===== src/core/caw_pkg.sv =====
// Purpose: shared constants for the controller activity watchdog
// Assumes: one 200 MHz clock
// Notes:   lock key values are arbitrary
package caw_pkg;
  localparam int unsigned CLK_MHZ          = 200;
  localparam int unsigned SANITY_MS        = 200;
  localparam int unsigned SANITY_CYC       = SANITY_MS * 1000 * CLK_MHZ;
  localparam int unsigned KEY_W            = 8;
  localparam logic [7:0]  KEY_FIRST        = 8'h5a; // arbitrary key value
  localparam logic [7:0]  KEY_SECOND       = 8'ha5; // arbitrary key value
  localparam logic [7:0]  KEY_THIRD        = 8'hc3; // arbitrary key value
  localparam int unsigned LOCK_TIMEOUT_CYC = 256;
  localparam logic [15:0] LFSR_SEED        = 16'hace1; // arbitrary nonzero seed

  typedef enum logic [3:0] {
    CAW_LK_IDLE  = 4'b0001,
    CAW_LK_ONE   = 4'b0010,
    CAW_LK_TWO   = 4'b0100,
    CAW_LK_KICK  = 4'b1000
  } caw_lock_t;
endpackage : caw_pkg


===== src/core/caw_watchdog.sv =====
// Purpose: activity supervisor with sanity timer, mate watch and takeover
// Assumes: all inputs synchronous to core_clk; commands are one-cycle pulses
// Notes:   drop pulse is one cycle per switch-over
`timescale 1ns/1ps
// Summary of operation
// - a sanity timer of 200 ms expires unless the processor restarts it in time.
// - while the timer runs the activity line shows sane.
// - on expiry the activity line shows inoperative.
// - only a full ordered key sequence restarts the timer.
// - the mate activity line is watched and an inoperative mate raises a failure flag.
// - takeover deselects the primary bus interface and selects the secondary one.
// - in takeover one ring interface drives the failed bay generator, the other our own.
// - the ring interface handed over is picked at random when takeover begins.
// - every switch-over and switch back releases all calls.
// - a repaired bay restarts its timer by key sequence and its sane line is seen by the mate.
// - a sane mate alone never switches back; only return to service does.
module caw_watchdog
  import caw_pkg::*;
#(
  parameter int unsigned SANITY_CYCLES = SANITY_CYC
) (
  input  wire logic             core_clk,              // system clock
  input  wire logic             reset_n,               // async reset, active low
  input  wire logic             key_wr,                // processor key strobe
  input  wire logic [KEY_W-1:0] key_data,              // processor key value
  input  wire logic             mate_activity_sane,    // mate activity line, high = sane
  input  wire logic             takeover_cmd,          // takeover command pulse
  input  wire logic             return_to_service_cmd, // switch back command pulse
  input  wire logic             failure_ack,           // clears failure flag
  output logic                  activity_sane,         // our activity line, high = sane
  output logic                  mate_failed,           // failure notice to host control
  output logic                  mate_recovered,        // mate sane while in takeover
  output logic                  takeover_active,       // takeover in effect
  output logic                  primary_bi_en,         // mate drawer primary interface enable
  output logic                  secondary_bi_en,       // mate drawer secondary interface enable
  output logic                  ring_if_sel,           // ring interface serving failed bay
  output logic                  call_drop              // release all calls, one cycle
);
  localparam int unsigned CW = $clog2(SANITY_CYCLES + 1);
  // refuse a period too short for the countdown to reload and expire
  if (SANITY_CYCLES < 2) begin : g_bad_period
    $error("caw_watchdog: SANITY_CYCLES too small");
  end

  logic          kick;
  logic [CW-1:0] tmr_q;
  logic          sane_q;
  logic          fail_q;
  logic          tko_q;
  logic          sel_q;
  logic          drop_q;
  logic [15:0]   lfsr_q;

  caw_lock u_lock (
    .core_clk (core_clk),
    .reset_n  (reset_n),
    .key_wr   (key_wr),
    .key_data (key_data),
    .kick     (kick)
  );

  // sanity timer counts down, reloads on kick
  // sanity period countdown
  always_ff @(posedge core_clk or negedge reset_n) begin
    if (!reset_n)          tmr_q <= CW'(SANITY_CYCLES - 1);
    else if (kick)         tmr_q <= CW'(SANITY_CYCLES - 1);
    else if (tmr_q != '0)  tmr_q <= tmr_q - 1'b1;
  end

  // activity line level
  // sane while running
  always_ff @(posedge core_clk or negedge reset_n) begin
    if (!reset_n)           sane_q <= 1'b1;
    else if (kick)          sane_q <= 1'b1;
    else if (tmr_q == '0)   sane_q <= 1'b0;
  end
  assign activity_sane = sane_q;

  // failure flag, set wins over acknowledge
  // mate failure notice
  always_ff @(posedge core_clk or negedge reset_n) begin
    if (!reset_n)                 fail_q <= 1'b0;
    else if (!mate_activity_sane) fail_q <= 1'b1;
    else if (failure_ack)         fail_q <= 1'b0;
  end
  assign mate_failed    = fail_q;
  assign mate_recovered = tko_q & mate_activity_sane;

  // free-running random source
  always_ff @(posedge core_clk or negedge reset_n) begin
    if (!reset_n) lfsr_q <= LFSR_SEED;
    else          lfsr_q <= {lfsr_q[14:0], lfsr_q[15] ^ lfsr_q[13] ^ lfsr_q[12] ^ lfsr_q[10]};
  end

  // takeover state and switch back
  // interface switch-over
  always_ff @(posedge core_clk or negedge reset_n) begin
    if (!reset_n)                              tko_q <= 1'b0;
    else if (!tko_q && takeover_cmd)           tko_q <= 1'b1;
    else if (tko_q && return_to_service_cmd)   tko_q <= 1'b0;
  end

  // ring interface pick at takeover start
  // random pick
  always_ff @(posedge core_clk or negedge reset_n) begin
    if (!reset_n)                    sel_q <= 1'b0;
    else if (!tko_q && takeover_cmd) sel_q <= lfsr_q[0];
  end

  // call release on each switch
  // drop calls on switch
  always_ff @(posedge core_clk or negedge reset_n) begin
    if (!reset_n) drop_q <= 1'b0;
    else drop_q <= (!tko_q && takeover_cmd) || (tko_q && return_to_service_cmd);
  end

  assign takeover_active = tko_q;
  assign primary_bi_en   = ~tko_q;
  assign secondary_bi_en = tko_q;
  assign ring_if_sel     = sel_q;
  assign call_drop       = drop_q;

  // check helper: cycles since the last restart, kept apart from the countdown
  // so that a wrong reload value in the timer cannot hide from the checks
  logic [CW-1:0] since_q;
  always_ff @(posedge core_clk or negedge reset_n) begin
    if (!reset_n)                           since_q <= '0;
    else if (kick)                          since_q <= '0;
    else if (since_q != CW'(SANITY_CYCLES)) since_q <= since_q + 1'b1;
  end
endmodule : caw_watchdog


===== src/core/caw_lock.sv =====
// Purpose: ordered key sequence that unlocks one timer restart
// Assumes: key writes are single-cycle strobes
// Notes:   an idle gap or a wrong key returns to the locked state
`timescale 1ns/1ps
module caw_lock
  import caw_pkg::*;
#(
  parameter int unsigned GAP_CYC = LOCK_TIMEOUT_CYC
) (
  input  wire logic             core_clk,  // system clock
  input  wire logic             reset_n,   // async reset, active low
  input  wire logic             key_wr,    // key write strobe
  input  wire logic [KEY_W-1:0] key_data,  // key value
  output logic                  kick       // one-cycle valid restart
);
  // refuse a gap too short to tell a pause from back-to-back keys
  if (GAP_CYC < 2) begin : g_bad_gap
    $error("caw_lock: GAP_CYC too small");
  end

  caw_lock_t               st_q;
  caw_lock_t               st_d;
  logic [$clog2(GAP_CYC):0] gap_q;

  // next state of the lock
  // ordered access check
  always_comb begin
    st_d = st_q;
    case (st_q)
      CAW_LK_IDLE: if (key_wr) st_d = (key_data == KEY_FIRST) ? CAW_LK_ONE : CAW_LK_IDLE;
      CAW_LK_ONE:  if (key_wr) st_d = (key_data == KEY_SECOND) ? CAW_LK_TWO : CAW_LK_IDLE;
      CAW_LK_TWO:  if (key_wr) st_d = (key_data == KEY_THIRD) ? CAW_LK_KICK : CAW_LK_IDLE;
      CAW_LK_KICK: st_d = CAW_LK_IDLE;
      default:     st_d = CAW_LK_IDLE;
    endcase
    if ((st_q == CAW_LK_ONE || st_q == CAW_LK_TWO) && !key_wr &&
        gap_q == ($clog2(GAP_CYC)+1)'(GAP_CYC - 1))
      st_d = CAW_LK_IDLE;
  end

  // state register
  always_ff @(posedge core_clk or negedge reset_n) begin
    if (!reset_n) st_q <= CAW_LK_IDLE;
    else          st_q <= st_d;
  end

  // gap counter between key writes
  always_ff @(posedge core_clk or negedge reset_n) begin
    if (!reset_n)                 gap_q <= '0;
    else if (key_wr || st_d == CAW_LK_IDLE) gap_q <= '0;
    else                          gap_q <= gap_q + 1'b1;
  end

  assign kick = (st_q == CAW_LK_KICK);
endmodule : caw_lock


===== config.mk =====
export PLATFORM = sky130hd
export DESIGN_NAME = caw_watchdog
export DESIGN_NICKNAME = d
export VERILOG_FILES = /design/src/core/caw_pkg.sv /design/src/core/caw_watchdog.sv /design/src/core/caw_lock.sv
export SDC_FILE = /design/constraint.sdc
export NUM_CORES = 1
export LEC_CHECK = 0
export BUFFER_PORTS_ARGS = -buffer_cell sky130_fd_sc_hd__buf_4
export CORE_MARGIN = 4
export CORE_UTILIZATION = 35
export DETAILED_ROUTE_END_ITERATION = 6
export MAX_ROUTING_LAYER = met4
export SLEW_MARGIN = 25
export SYNTH_ARGS = -nofsm -noshare
export SYNTH_HDL_FRONTEND = slang
export SYNTH_SLANG_ARGS = --single-unit

===== constraint.sdc =====
create_clock -name core_clk -period 2.9 [get_ports core_clk]
set_input_delay 0.87 -clock core_clk [delete_from_list [all_inputs] [get_ports core_clk]]
set_output_delay 0.87 -clock core_clk [all_outputs]
set_load 0.01 [all_outputs]

Word-level counts from Yosys, hierarchy flattened
Index checks and enable logic that the tools add are counted.
{ "op_classes": {"order_cmp": 0, "shift": 0, "muxes": 17, "bitwise": 5, "add_sub_neg": 2, "n_mul": 0, "reduce_logical": 14, "div": 0, "eq_ne": 10} }
{ "op_table": {"columns": ["operator", "n"], "rows": [
  ["$mux 26", 2],
  ["$logic_not 26->1", 1],
  ["$reduce_bool 26->1", 1],
  ["$sub 26x1->26 const B", 1],
  ["$mux 4", 5],
  ["$eq 8x8->1 const B", 2],
  ["$pmux 4 s3", 1],
  ["$add 9x1->9 const B", 1],
  ["$eq 9x8->1 const B", 1],
  ["$mux 9", 1],
  ["$eq 4x1->1 const B", 2],
  ["$eq 8x7->1 const B", 1],
  ["$mux 1", 6],
  ["$reduce_bool 2->1", 3],
  ["$eq 4x2->1 const B", 1],
  ["$eq 4x3->1 const B", 1],
  ["$eq 4x4->1 const B", 1],
  ["$logic_and 1x1->1", 4],
  ["$logic_or 1x1->1", 3],
  ["$mux 3", 1],
  ["$xor 1x1->1", 3],
  ["$logic_not 1->1", 2],
  ["$mux 2", 1],
  ["$ne 2x1->1 const B", 1],
  ["other kinds (2)", 2]
]} }
{ "totals": {"mem_bits_ro": 0, "ff_bits": 60, "latchBits": 0, "ramBits": 0, "mem_count": 0} }

Logic depth before layout (Yosys ltp)
Gate-level depths: netlist of run 1.
{ "logic_depth": {"depth_word": 8, "ltp_mapped": 10, "ltp_nobuf": 9} }

Modules after synthesis
Synthesis of run 1 repeated with hierarchy kept, for this count alone.
{ "unflattened": {"hier_cells": 257, "area_unflattened_um2": 2946.6} }
{ "modules_own_cells": {"columns": ["mod", "cells_each", "instances", "area_each_um2"], "rows": [
  ["caw_watchdog", 182, 1, 2143.3],
  ["caw_lock", 75, 1, 803.3]
]} }

Worst setup path after synthesis of run 1
Ideal clock, no wire load.
{ "synth_path": {"path_type": "reg-to-reg", "from": "register tmr_q[20]", "to": "register tmr_q[13]", "n_path_buf": 1, "arrival_ns": 2.039, "path_slack_ns": 0.729, "setup_time_ns": 0.132, "stages_incl_launch_ff": 7, "synth_period_minus_slack_ns": 2.171, "cell_sequence": "dfrtp_1 > or4_1 > or4b_4 > o211ai_2 > buf_2 > xor2_1 > nor2_1"} }
{ "synth_between": {"elab_chain_cells": 2} }
{ "synth_rtl": {"columns": ["item", "line", "rtl"], "rows": [
  ["from (decl)", "caw_watchdog.sv:46", "logic [CW-1:0] tmr_q;"],
  ["from (signal assigned)", "caw_watchdog.sv:65", "if (!reset_n) tmr_q <= CW'(SANITY_CYCLES - 1);"],
  ["from (signal assigned)", "caw_watchdog.sv:66", "else if (kick) tmr_q <= CW'(SANITY_CYCLES - 1);"],
  ["from (signal assigned)", "caw_watchdog.sv:67", "else if (tmr_q != '0) tmr_q <= tmr_q - 1'b1;"],
  ["$reduce_bool 26->1", "caw_watchdog.sv:67", null],
  ["$reduce_bool 2->1 (no source line)", null, null]
]} }
Every way passes these cells.
A chain may end at the register's enable or synchronous reset.

Worst setup path in the final report of run 1
{ "layout_path": {"from": "register tmr_q[23]", "to": "register tmr_q[23]"} }
{ "layout_between": {"elab_chain_cells": 3, "word_cells_on_any_way": 5, "classes_between": "1 x add/sub; 2 x mux; 2 x reduce/logical"} }
{ "layout_rtl": {"columns": ["item", "line"], "rows": [
  ["$sub 26x1->26", "caw_watchdog.sv:67"],
  ["$mux 26", "caw_watchdog.sv:67"],
  ["$mux 26", "caw_watchdog.sv:66"]
]} }
Several ways; a longest one is shown, not always the timed one. The select of a mux whose other input is x is not followed.

==> results of run 1 <==
## metrics by stage
step / instances / utilization (%)
after floorplan: 258 / -
after global placement: 376 / 39.5
after detailed placement: 376 / 39.5
after CTS: 392 / 41.7
after global routing: 392 / 41.7
final: 392 / 41.7
## routing by layer
layer / GRT usage [%] / wire length, um / vias to the layer above
li1: - / - / 978
met4: 3.56 / 37 / 0
met2: 17.7 / 2280 / 21
met3: 4.40 / 173 / 6
met5: - / 0 / -
met1: 15.4 / 2480 / 948
## where the power goes
part | internal (mW) | leakage [nW] | switching (mW) | total, mW
Combinational | 0.328 | 0.590 | 0.392 | 0.720
Sequential | 1.09 | 0.731 | 0.209 | 1.30
Clock | 0.313 | 0.0896 | 0.355 | 0.668
Total | 1.73 | 1.41 | 0.956 | 2.68
## worst max-delay path, stage by stage, from the launching register on
cell and delay [ns]:
sky130_fd_sc_hd__dfrtp_1 0.41, sky130_fd_sc_hd__or4_1 0.60, sky130_fd_sc_hd__or4b_4 0.60, sky130_fd_sc_hd__o211ai_2 0.50, sky130_fd_sc_hd__or4_1 0.19, sky130_fd_sc_hd__a21oi_1 0.07
## state kept, by name (all words and copies together), names as in the netlist
name	cells
tmr_q	26
mate_failed	1
ring_if_sel	1
secondary_bi_en	1
u_lock.gap_q	9
lfsr_q	16
call_drop	1
u_lock.st_q	4
activity_sane	1
## area by class of cell
cell class	instances	area share (%)
inverter	8	0.936
clock buffer	9	3.86
timing repair buffer	25	5.85
tap	102	3.98
multi-input combinational	181	35.9
sequential	60	47.8
clock inverter	7	1.64
## synth_stat cells, drive strengths merged, types with 3 or more instances
cell type  count  share of area, %
o21ai         11               2.0
mux2i          4               1.5
ha             3               1.4
inv            8               1.1
or2            4              0.91
a21o           3              0.82
nor4           8               2.0
nor2b          4              0.91
dfstp         26                25
o211ai         4               1.3
nor3           6               1.1
a21oi          7               1.3
and3           4              0.91
dfrtp         34                31
buf            4               1.0
nand4          6               1.4
nand3          6               1.1
clkbuf         5              0.68
nor3b          3              0.82
nand2         19               2.6
xnor2          9               2.9
nand2b         4              0.91
o31ai          4               1.1
or4           10               2.7
or3            3              0.68
nor2          30               4.1
xor2          11               3.5
## cell families (layout without fill, tap and decap cells)
family          Yosys count  in the layout  synth area share, %
compound gates           36             36                 8.71
xor+xnor                 20             20                 6.35
fa+ha+maj                 3              3                 1.36
buf+inv                  17             49                 2.81
flops                    60             60                 55.6
mux                       5              5                 1.86
simple gates            117            117                 23.3
## worst paths after layout
check	start	end	slack, ns
worst max-delay path	tmr_q[23]	tmr_q[23]	0.41
worst min-delay path	lfsr_q[1]	lfsr_q[2]	0.35
worst max register to register	tmr_q[23]	tmr_q[23]	0.41
worst min register to register	lfsr_q[1]	lfsr_q[2]	0.35
max in group asynchronous	reset_n	u_lock.gap_q[0]	1.83
min in group asynchronous	reset_n	tmr_q[23]	0.59
==> PnR_summary.wiki, run 1 <==
{| class="wikitable"
! Metric !! Value
|-
| IO buf count || 22
|-
| Post-placement worst setup slack || 0.419 ns
|-
| Area taken by multi-input logic gates || 1150 um^2
|-
| Placed standard-cell area || 3030 um^2
|-
| Synth Register Bits || 60
|-
| Fin. Hold Viols || 0
|-
| Post-Syn Instances || 258
|-
| WL per Instance || 12.7 um
|-
| Count of buffers added by post-CTS timing repair for setup || 0
|-
| Initial core utilization || 35.9%
|-
| Final cycle utilization of the critical path || 85.8%
|-
| Non-Filler Cell Area, Final || 3210 um^2
|-
| Die span in y || 96.8 um
|-
| Register area share after synthesis || 55.6%
|-
| Main synth FF type || sky130_fd_sc_hd__dfrtp_1
|-
| Number of cells traversed by the worst hold path || 0
|-
| Worst reg2reg path depth || 5
|-
| Finish-stage setup viols || 0
|-
| Hold Path Class || flip-flop to flip-flop
|-
| Remaining Overflow, GRT || 0
|-
| Synth warnings || 0
|-
| Data arrival time at the worst-slack endpoint || 2.71 ns
|-
| HPWL after DPL || 3250 um
|-
| Fill cell total of the finished layout || 784
|-
| 1st-iter DRT viols || 71
|-
| Post-detailed-route DRC marker count || 0
|-
| Final net count || 303
|-
| Type of destination of the critical path || flip-flop
|-
| Maximum fanout count along the critical path || 13
|-
| Global Route Usage Sum || 12.0%
|-
| Hold bufs inserted after CTS || 0
|-
| Number of buffers added by the clock tree synthesis step || 9
|-
| Highest clock frequency the design can meet || 402 MHz
|-
| Global-route wire length before repair || 8960 um
|-
| Post-DRT Antenna Nets || 0
|-
| Final antenna diode count || 0
|-
| Static leakage power || 1.41 nW
|-
| Max-capacitance violation count || 0
|-
| EDFF count, synth || 0
|-
| Headroom to the max-slew limit || 51.8%
|-
| Antenna violations before repair || 0
|-
| Endpoint required time on the critical path || 3.12 ns
|-
| Via Count || 1953
|-
| Most used cells in the layout excluding fill and tap cells || sky130_fd_sc_hd__dfrtp_1, sky130_fd_sc_hd__nor2_1, sky130_fd_sc_hd__dfstp_2, sky130_fd_sc_hd__buf_4, sky130_fd_sc_hd__nand2_1
|-
| Combined flip-flop and latch cell area || 1530 um^2
|-
| Die Footprint || 9370 um^2
|-
| Cell Area, Synth || 2760 um^2
|-
| Max Buffers Root-to-Sink || 2
|-
| Clock tree root buffer cell || sky130_fd_sc_hd__clkbuf_8
|-
| Quantity of gates resized following cts || 0
|-
| Source-to-sink clock delay at the later pin of the worst-skew pair || 0.34 ns
|-
| Final RePlAce weighted congestion || 0.801
|-
| Mean cell area of the mapped netlist || 10.7 um^2
|-
| Largest voltage drop on the vdd net || 346 uV
|-
| H-tree levels || 3
|-
| Count of pins on the block boundary || 23
|-
| RSZ-0062 raised after global routing || no
|-
| Synthesis-to-finish area growth || 16.3%
|-
| Type of element launching the critical path || flip-flop
|-
| Ratio of routed vias to standard cells || 4.98
|-
| Outcome || completed
|-
| Critical setup path kind || flip-flop to flip-flop
|-
| Final critical path time including I/O delays and setup || 2.49 ns
|-
| Maximum number of pins on one net before global-route repair || 61
|-
| Worst-margin pin slew || 0.723 ns
|-
| Max-slew violation count || 0
|-
| Share of synthesized flip-flops with an asynchronous set or reset || 100%
|-
| Layout Skew || 0.00811 ns
|-
| Number of distinct standard cells referenced by the synthesized netlist || 47
|-
| Ratio of cells with drive above 1 in the final layout || 25.5%
|-
| Via count of the first global-routing pass || 1947
|-
| Final hold slack || 0.348 ns
|-
| Power per unit of standard cell area || 837 nW/um^2
|-
| Most common cell after layout, fill and taps aside || sky130_fd_sc_hd__dfrtp_1
|-
| Clock sinks || 60
|-
| Overall power || 2.68 mW
|-
| Clock transition at the registers of the reported paths || 0.07 ns
|-
| DIE WIDTH || 96.8 um
|-
| Number of placement rows || 32
|-
| PnR worst setup slack || 0.411 ns
|-
| TritonCTS clock tree || done
|-
| Final setup TNS || 0 ns
|-
| Core box area || 7690 um^2
|-
| Drt total wl || 4980 um
|-
| First-pass DRT Iterations || 4
|-
| Post-Syn Nets || 276
|}
Power figures use the tool's default switching activity.
==> inputs of run 2 (changes only) <==
--- a/config.mk
+++ b/config.mk
@@ -5,9 +5,11 @@
 export SDC_FILE = /design/constraint.sdc
 export NUM_CORES = 1
 export LEC_CHECK = 0
+export ABC_AREA = 1
 export BUFFER_PORTS_ARGS = -buffer_cell sky130_fd_sc_hd__buf_4
 export CORE_MARGIN = 4
 export CORE_UTILIZATION = 35
+export CTS_BUF_LIST = sky130_fd_sc_hd__clkbuf_8
 export DETAILED_ROUTE_END_ITERATION = 6
 export MAX_ROUTING_LAYER = met4
 export SLEW_MARGIN = 25
==> PnR_summary.wiki, run 2 <==
{| class="wikitable"
! Metric !! Value
|-
| Outcome || completed (unchanged)
|-
| Largest registers || tmr_q x26, lfsr_q x16, u_lock.gap_q x9 (unchanged)
|-
| Count of pins on the block boundary || 23 (unchanged)
|-
| Max Buffers Root-to-Sink || 2 (unchanged)
|-
| Internal Pwr Total || 1.33 mW (was 1.73 mW)
|-
| Most common cell after layout, fill and taps aside || sky130_fd_sc_hd__nand2_1 (was sky130_fd_sc_hd__dfrtp_1)
|-
| Final hold slack || 0.354 ns (was 0.348 ns)
|-
| HPWL after DPL || 4460 um (was 3250 um)
|-
| Maximum fanout count along the critical path || 2 (was 13)
|-
| Number of buffers added by the clock tree synthesis step || 9 (unchanged)
|-
| Mean cell area of the mapped netlist || 8.30 um^2 (was 10.7 um^2)
|-
| Critical setup path kind || primary input to output port (was flip-flop to flip-flop)
|-
| Data arrival time at the worst-slack endpoint || 1.19 ns (was 2.71 ns)
|-
| IO buf count || 22 (unchanged)
|-
| Largest voltage drop on the vdd net || 468 uV (was 346 uV)
|-
| Biggest area contributors in the synthesized netlist || sky130_fd_sc_hd__dfrtp_1, sky130_fd_sc_hd__dfstp_2, sky130_fd_sc_hd__nand2_1 (was sky130_fd_sc_hd__dfrtp_1, sky130_fd_sc_hd__dfstp_2, sky130_fd_sc_hd__nor2_1)
|-
| Net switching power || 0.483 mW (was 0.956 mW)
|-
| Number of placement rows || 33 (was 32)
|-
| Cell type with the highest aggregate area in the netlist || sky130_fd_sc_hd__dfrtp_1 (unchanged)
|-
| Leading cell types by count after synthesis || sky130_fd_sc_hd__nand2_1, sky130_fd_sc_hd__nor2_1, sky130_fd_sc_hd__inv_1 (was sky130_fd_sc_hd__dfrtp_1, sky130_fd_sc_hd__nor2_1, sky130_fd_sc_hd__dfstp_2)
|-
| Initial core utilization || 36.5% (was 35.9%)
|-
| Synth warnings || 0 (unchanged)
|-
| Critical R2R Launch || tmr_q[0] (was tmr_q[23])
|-
| Final cycle utilization of the critical path || 70.9% (was 85.8%)
|-
| Post-Syn Nets || 385 (was 276)
|-
| Worst-margin pin slew || 0.746 ns (was 0.723 ns)
|-
| Type of destination of the critical path || output port (was flip-flop)
|-
| Fin. Hold Viols || 0 (unchanged)
|-
| Hold Path Class || flip-flop to flip-flop (unchanged)
|-
| Main synth FF type || sky130_fd_sc_hd__dfrtp_1 (unchanged)
|-
| Wl on met1 || 3000 um (was 2480 um)
|-
| First-pass DRT Iterations || 4 (unchanged)
|-
| Final net count || 414 (was 303)
|-
| Die span in y || 101 um (was 96.8 um)
|-
| DIE WIDTH || 101 um (was 96.8 um)
|-
| Worst reg2reg path depth || 9 (was 5)
|-
| Non-Filler Cell Area, Final || 3520 um^2 (was 3210 um^2)
|-
| Final setup TNS || 0 ns (unchanged)
|-
| Register containing the most flip-flops in the final layout || tmr_q (unchanged)
|-
| Via count of the first global-routing pass || 2359 (was 1947)
|-
| Type of element launching the critical path || primary input (was flip-flop)
|-
| Final Core Density || 42.2% (was 41.7%)
|-
| Antenna violations before repair || 0 (unchanged)
|-
| Share of synthesized flip-flops with an asynchronous set or reset || 100% (unchanged)
|-
| Hold bufs inserted after CTS || 0 (unchanged)
|-
| Worst reg-to-reg setup slack || 0.91 ns (was 0.41 ns)
|-
| Fill cell total of the finished layout || 842 (was 784)
|-
| Fraction of synthesized cell area taken by the top area cell type || 27.9% (was 30.8%)
|-
| Layout Skew || 0.00970 ns (was 0.00811 ns)
|-
| Clock tree root buffer cell || sky130_fd_sc_hd__clkbuf_8 (unchanged)
|-
| Amount of wire on met2 after detailed routing || 2920 um (was 2280 um)
|-
| 1st-iter DRT viols || 96 (was 71)
|-
| Overall power || 1.81 mW (was 2.68 mW)
|-
| Proportion of power drawn by the clock network || 43.9% (was 24.9%)
|-
| Remaining Overflow, GRT || 0 (unchanged)
|-
| Via Count || 2378 (was 1953)
|-
| Finish-stage setup viols || 0 (unchanged)
|-
| TritonCTS clock tree || done (unchanged)
|-
| Synth Register Bits || 60 (unchanged)
|-
| Maximum number of pins on one net before global-route repair || 61 (unchanged)
|-
| Global-route wire length before repair || 10900 um (was 8960 um)
|-
| Count of buffers added by post-CTS timing repair for setup || 0 (unchanged)
|-
| Final antenna diode count || 0 (unchanged)
|-
| Register area share after synthesis || 50.3% (was 55.6%)
|-
| Ratio of routed vias to standard cells || 4.70 (was 4.98)
|-
| Largest register FFs || 26 (unchanged)
|-
| Clock transition at the registers of the reported paths || 0.08 ns (was 0.07 ns)
|-
| Final cell count without fillers || 506 (was 392)
|-
| Endpoint required time on the critical path || 2.03 ns (was 3.12 ns)
|-
| Crit Reg-Reg Endpoint || tmr_q[18] (was tmr_q[23])
|-
| PnR worst setup slack || 0.843 ns (was 0.411 ns)
|-
| Post-placement worst setup slack || 0.838 ns (was 0.419 ns)
|-
| Die Footprint || 10300 um^2 (was 9370 um^2)
|-
| Drt total wl || 6270 um (was 4980 um)
|-
| Highest clock frequency the design can meet || 486 MHz (was 402 MHz)
|-
| Ratio of cells with drive above 1 in the final layout || 23.2% (was 25.5%)
|-
| RSZ-0062 raised after global routing || no (unchanged)
|-
| Power share of the combinational group || 8.1% (was 26.8%)
|-
| Post-detailed-route DRC marker count || 0 (unchanged)
|-
| Proportion of power drawn by flip-flops and latches || 48.0% (was 48.3%)
|-
| Met3 wire length || 252 um (was 173 um)
|-
| Post-DRT Antenna Nets || 0 (unchanged)
|-
| Clock sinks || 60 (unchanged)
|-
| Highest metal layer used by the detailed router || met4 (unchanged)
|-
| Headroom to the max-slew limit || 50.3% (was 51.8%)
|-
| Global Route Usage Sum || 14.0% (was 12.0%)
|-
| EDFF count, synth || 0 (unchanged)
|-
| Post-Syn Instances || 367 (was 258)
|-
| Number of distinct standard cells referenced by the synthesized netlist || 37 (was 47)
|-
| Synthesis-to-finish area growth || 15.6% (was 16.3%)
|-
| Worst Setup SP || mate_activity_sane (was tmr_q[23])
|-
| Most instantiated library cell after synthesis || sky130_fd_sc_hd__nand2_1 (was sky130_fd_sc_hd__dfrtp_1)
|-
| Most used cells in the layout excluding fill and tap cells || sky130_fd_sc_hd__nand2_1, sky130_fd_sc_hd__nor2_1, sky130_fd_sc_hd__inv_1, sky130_fd_sc_hd__nand3_1, sky130_fd_sc_hd__dfrtp_1 (was sky130_fd_sc_hd__dfrtp_1, sky130_fd_sc_hd__nor2_1, sky130_fd_sc_hd__dfstp_2, sky130_fd_sc_hd__buf_4, sky130_fd_sc_hd__nand2_1)
|-
| Cell Area, Synth || 3050 um^2 (was 2760 um^2)
|-
| Placed standard-cell area || 3320 um^2 (was 3030 um^2)
|-
| Max-capacitance violation count || 0 (unchanged)
|-
| Switching power as a share of total power || 26.7% (was 35.6%)
|-
| Core box area || 8340 um^2 (was 7690 um^2)
|-
| Quantity of gates resized following cts || 0 (unchanged)
|-
| Final critical path time including I/O delays and setup || 2.06 ns (was 2.49 ns)
|-
| Source-to-sink clock delay at the later pin of the worst-skew pair || 0.35 ns (was 0.34 ns)
|-
| Max-slew violation count || 0 (unchanged)
|-
| WL per Instance || 12.4 um (was 12.7 um)
|-
| Final RePlAce weighted congestion || 0.891 (was 0.801)
|-
| Cell total after placement || 490 (was 376)
|-
| H-tree levels || 3 (unchanged)
|-
| Power per unit of standard cell area || 514 nW/um^2 (was 837 nW/um^2)
|-
| Static leakage power || 1.88 nW (was 1.41 nW)
|-
| CP Capture Point || mate_recovered (was tmr_q[23])
|}
-- run 2: metal layers --
layer | vias up | track usage, %
met5 | - | -
met4 | 0 | 4.29
met3 | 11 | 3.51
met2 | 37 | 21.2
met1 | 1108 | 18.6
li1 | 1222 | -
-- run 2: how the worst min path moves through the flow --
stage,from,endpoint,slack [ns],depth (start not counted)
after CTS,lfsr_q[4],lfsr_q[5],0.36,0
after detailed placement,lfsr_q[4],lfsr_q[5],0.34,0
after global placement,lfsr_q[4],lfsr_q[5],0.34,0
after floorplan,lfsr_q[1],lfsr_q[2],0.33,0
final,lfsr_q[4],lfsr_q[5],0.35,0
after global routing,lfsr_q[1],lfsr_q[2],0.36,0
-- run 2: logic make-up after synthesis --
| logic type | Yosys count | share of synthesized area (%) |
|---|---|---|
| compound gates | 21 | 4.60 |
| xor+xnor | 11 | 3.16 |
| simple gates | 220 | 33.6 |
| mux | 1 | 0.369 |
| fa+ha+maj | 3 | 1.23 |
| flops | 60 | 50.3 |
| buf+inv | 51 | 6.73 |
-- run 2: cell type report --
type,count,area (um^2),share of cell area (%)
Sequential cell,60,1530,43.5
Multi-Input combinational cell,256,1310,37.1
Inverter,47,178,5.04
Timing Repair Buffer,22,165,4.69
Tap cell,105,131,3.73
Clock buffer,9,124,3.52
Clock inverter,7,82.6,2.34
-- run 2: worst max-delay path, stage by stage --
cell and delay (ns):
sky130_fd_sc_hd__buf_4 0.11, sky130_fd_sc_hd__nand2_1 0.04, sky130_fd_sc_hd__inv_1 0.03, sky130_fd_sc_hd__buf_4 0.13
-- run 2: power by group through the flow --
stage | clock network [mW] | logic [mW] | registers, mW
final | 0.795 | 0.147 | 0.870
after global routing | 0.857 | 0.166 | 0.873
after floorplan | 0 | 0.0869 | 0.886
after detailed placement | 0 | 0.149 | 0.885
after CTS | 0.821 | 0.152 | 0.870
after global placement | 0 | 0.148 | 0.885
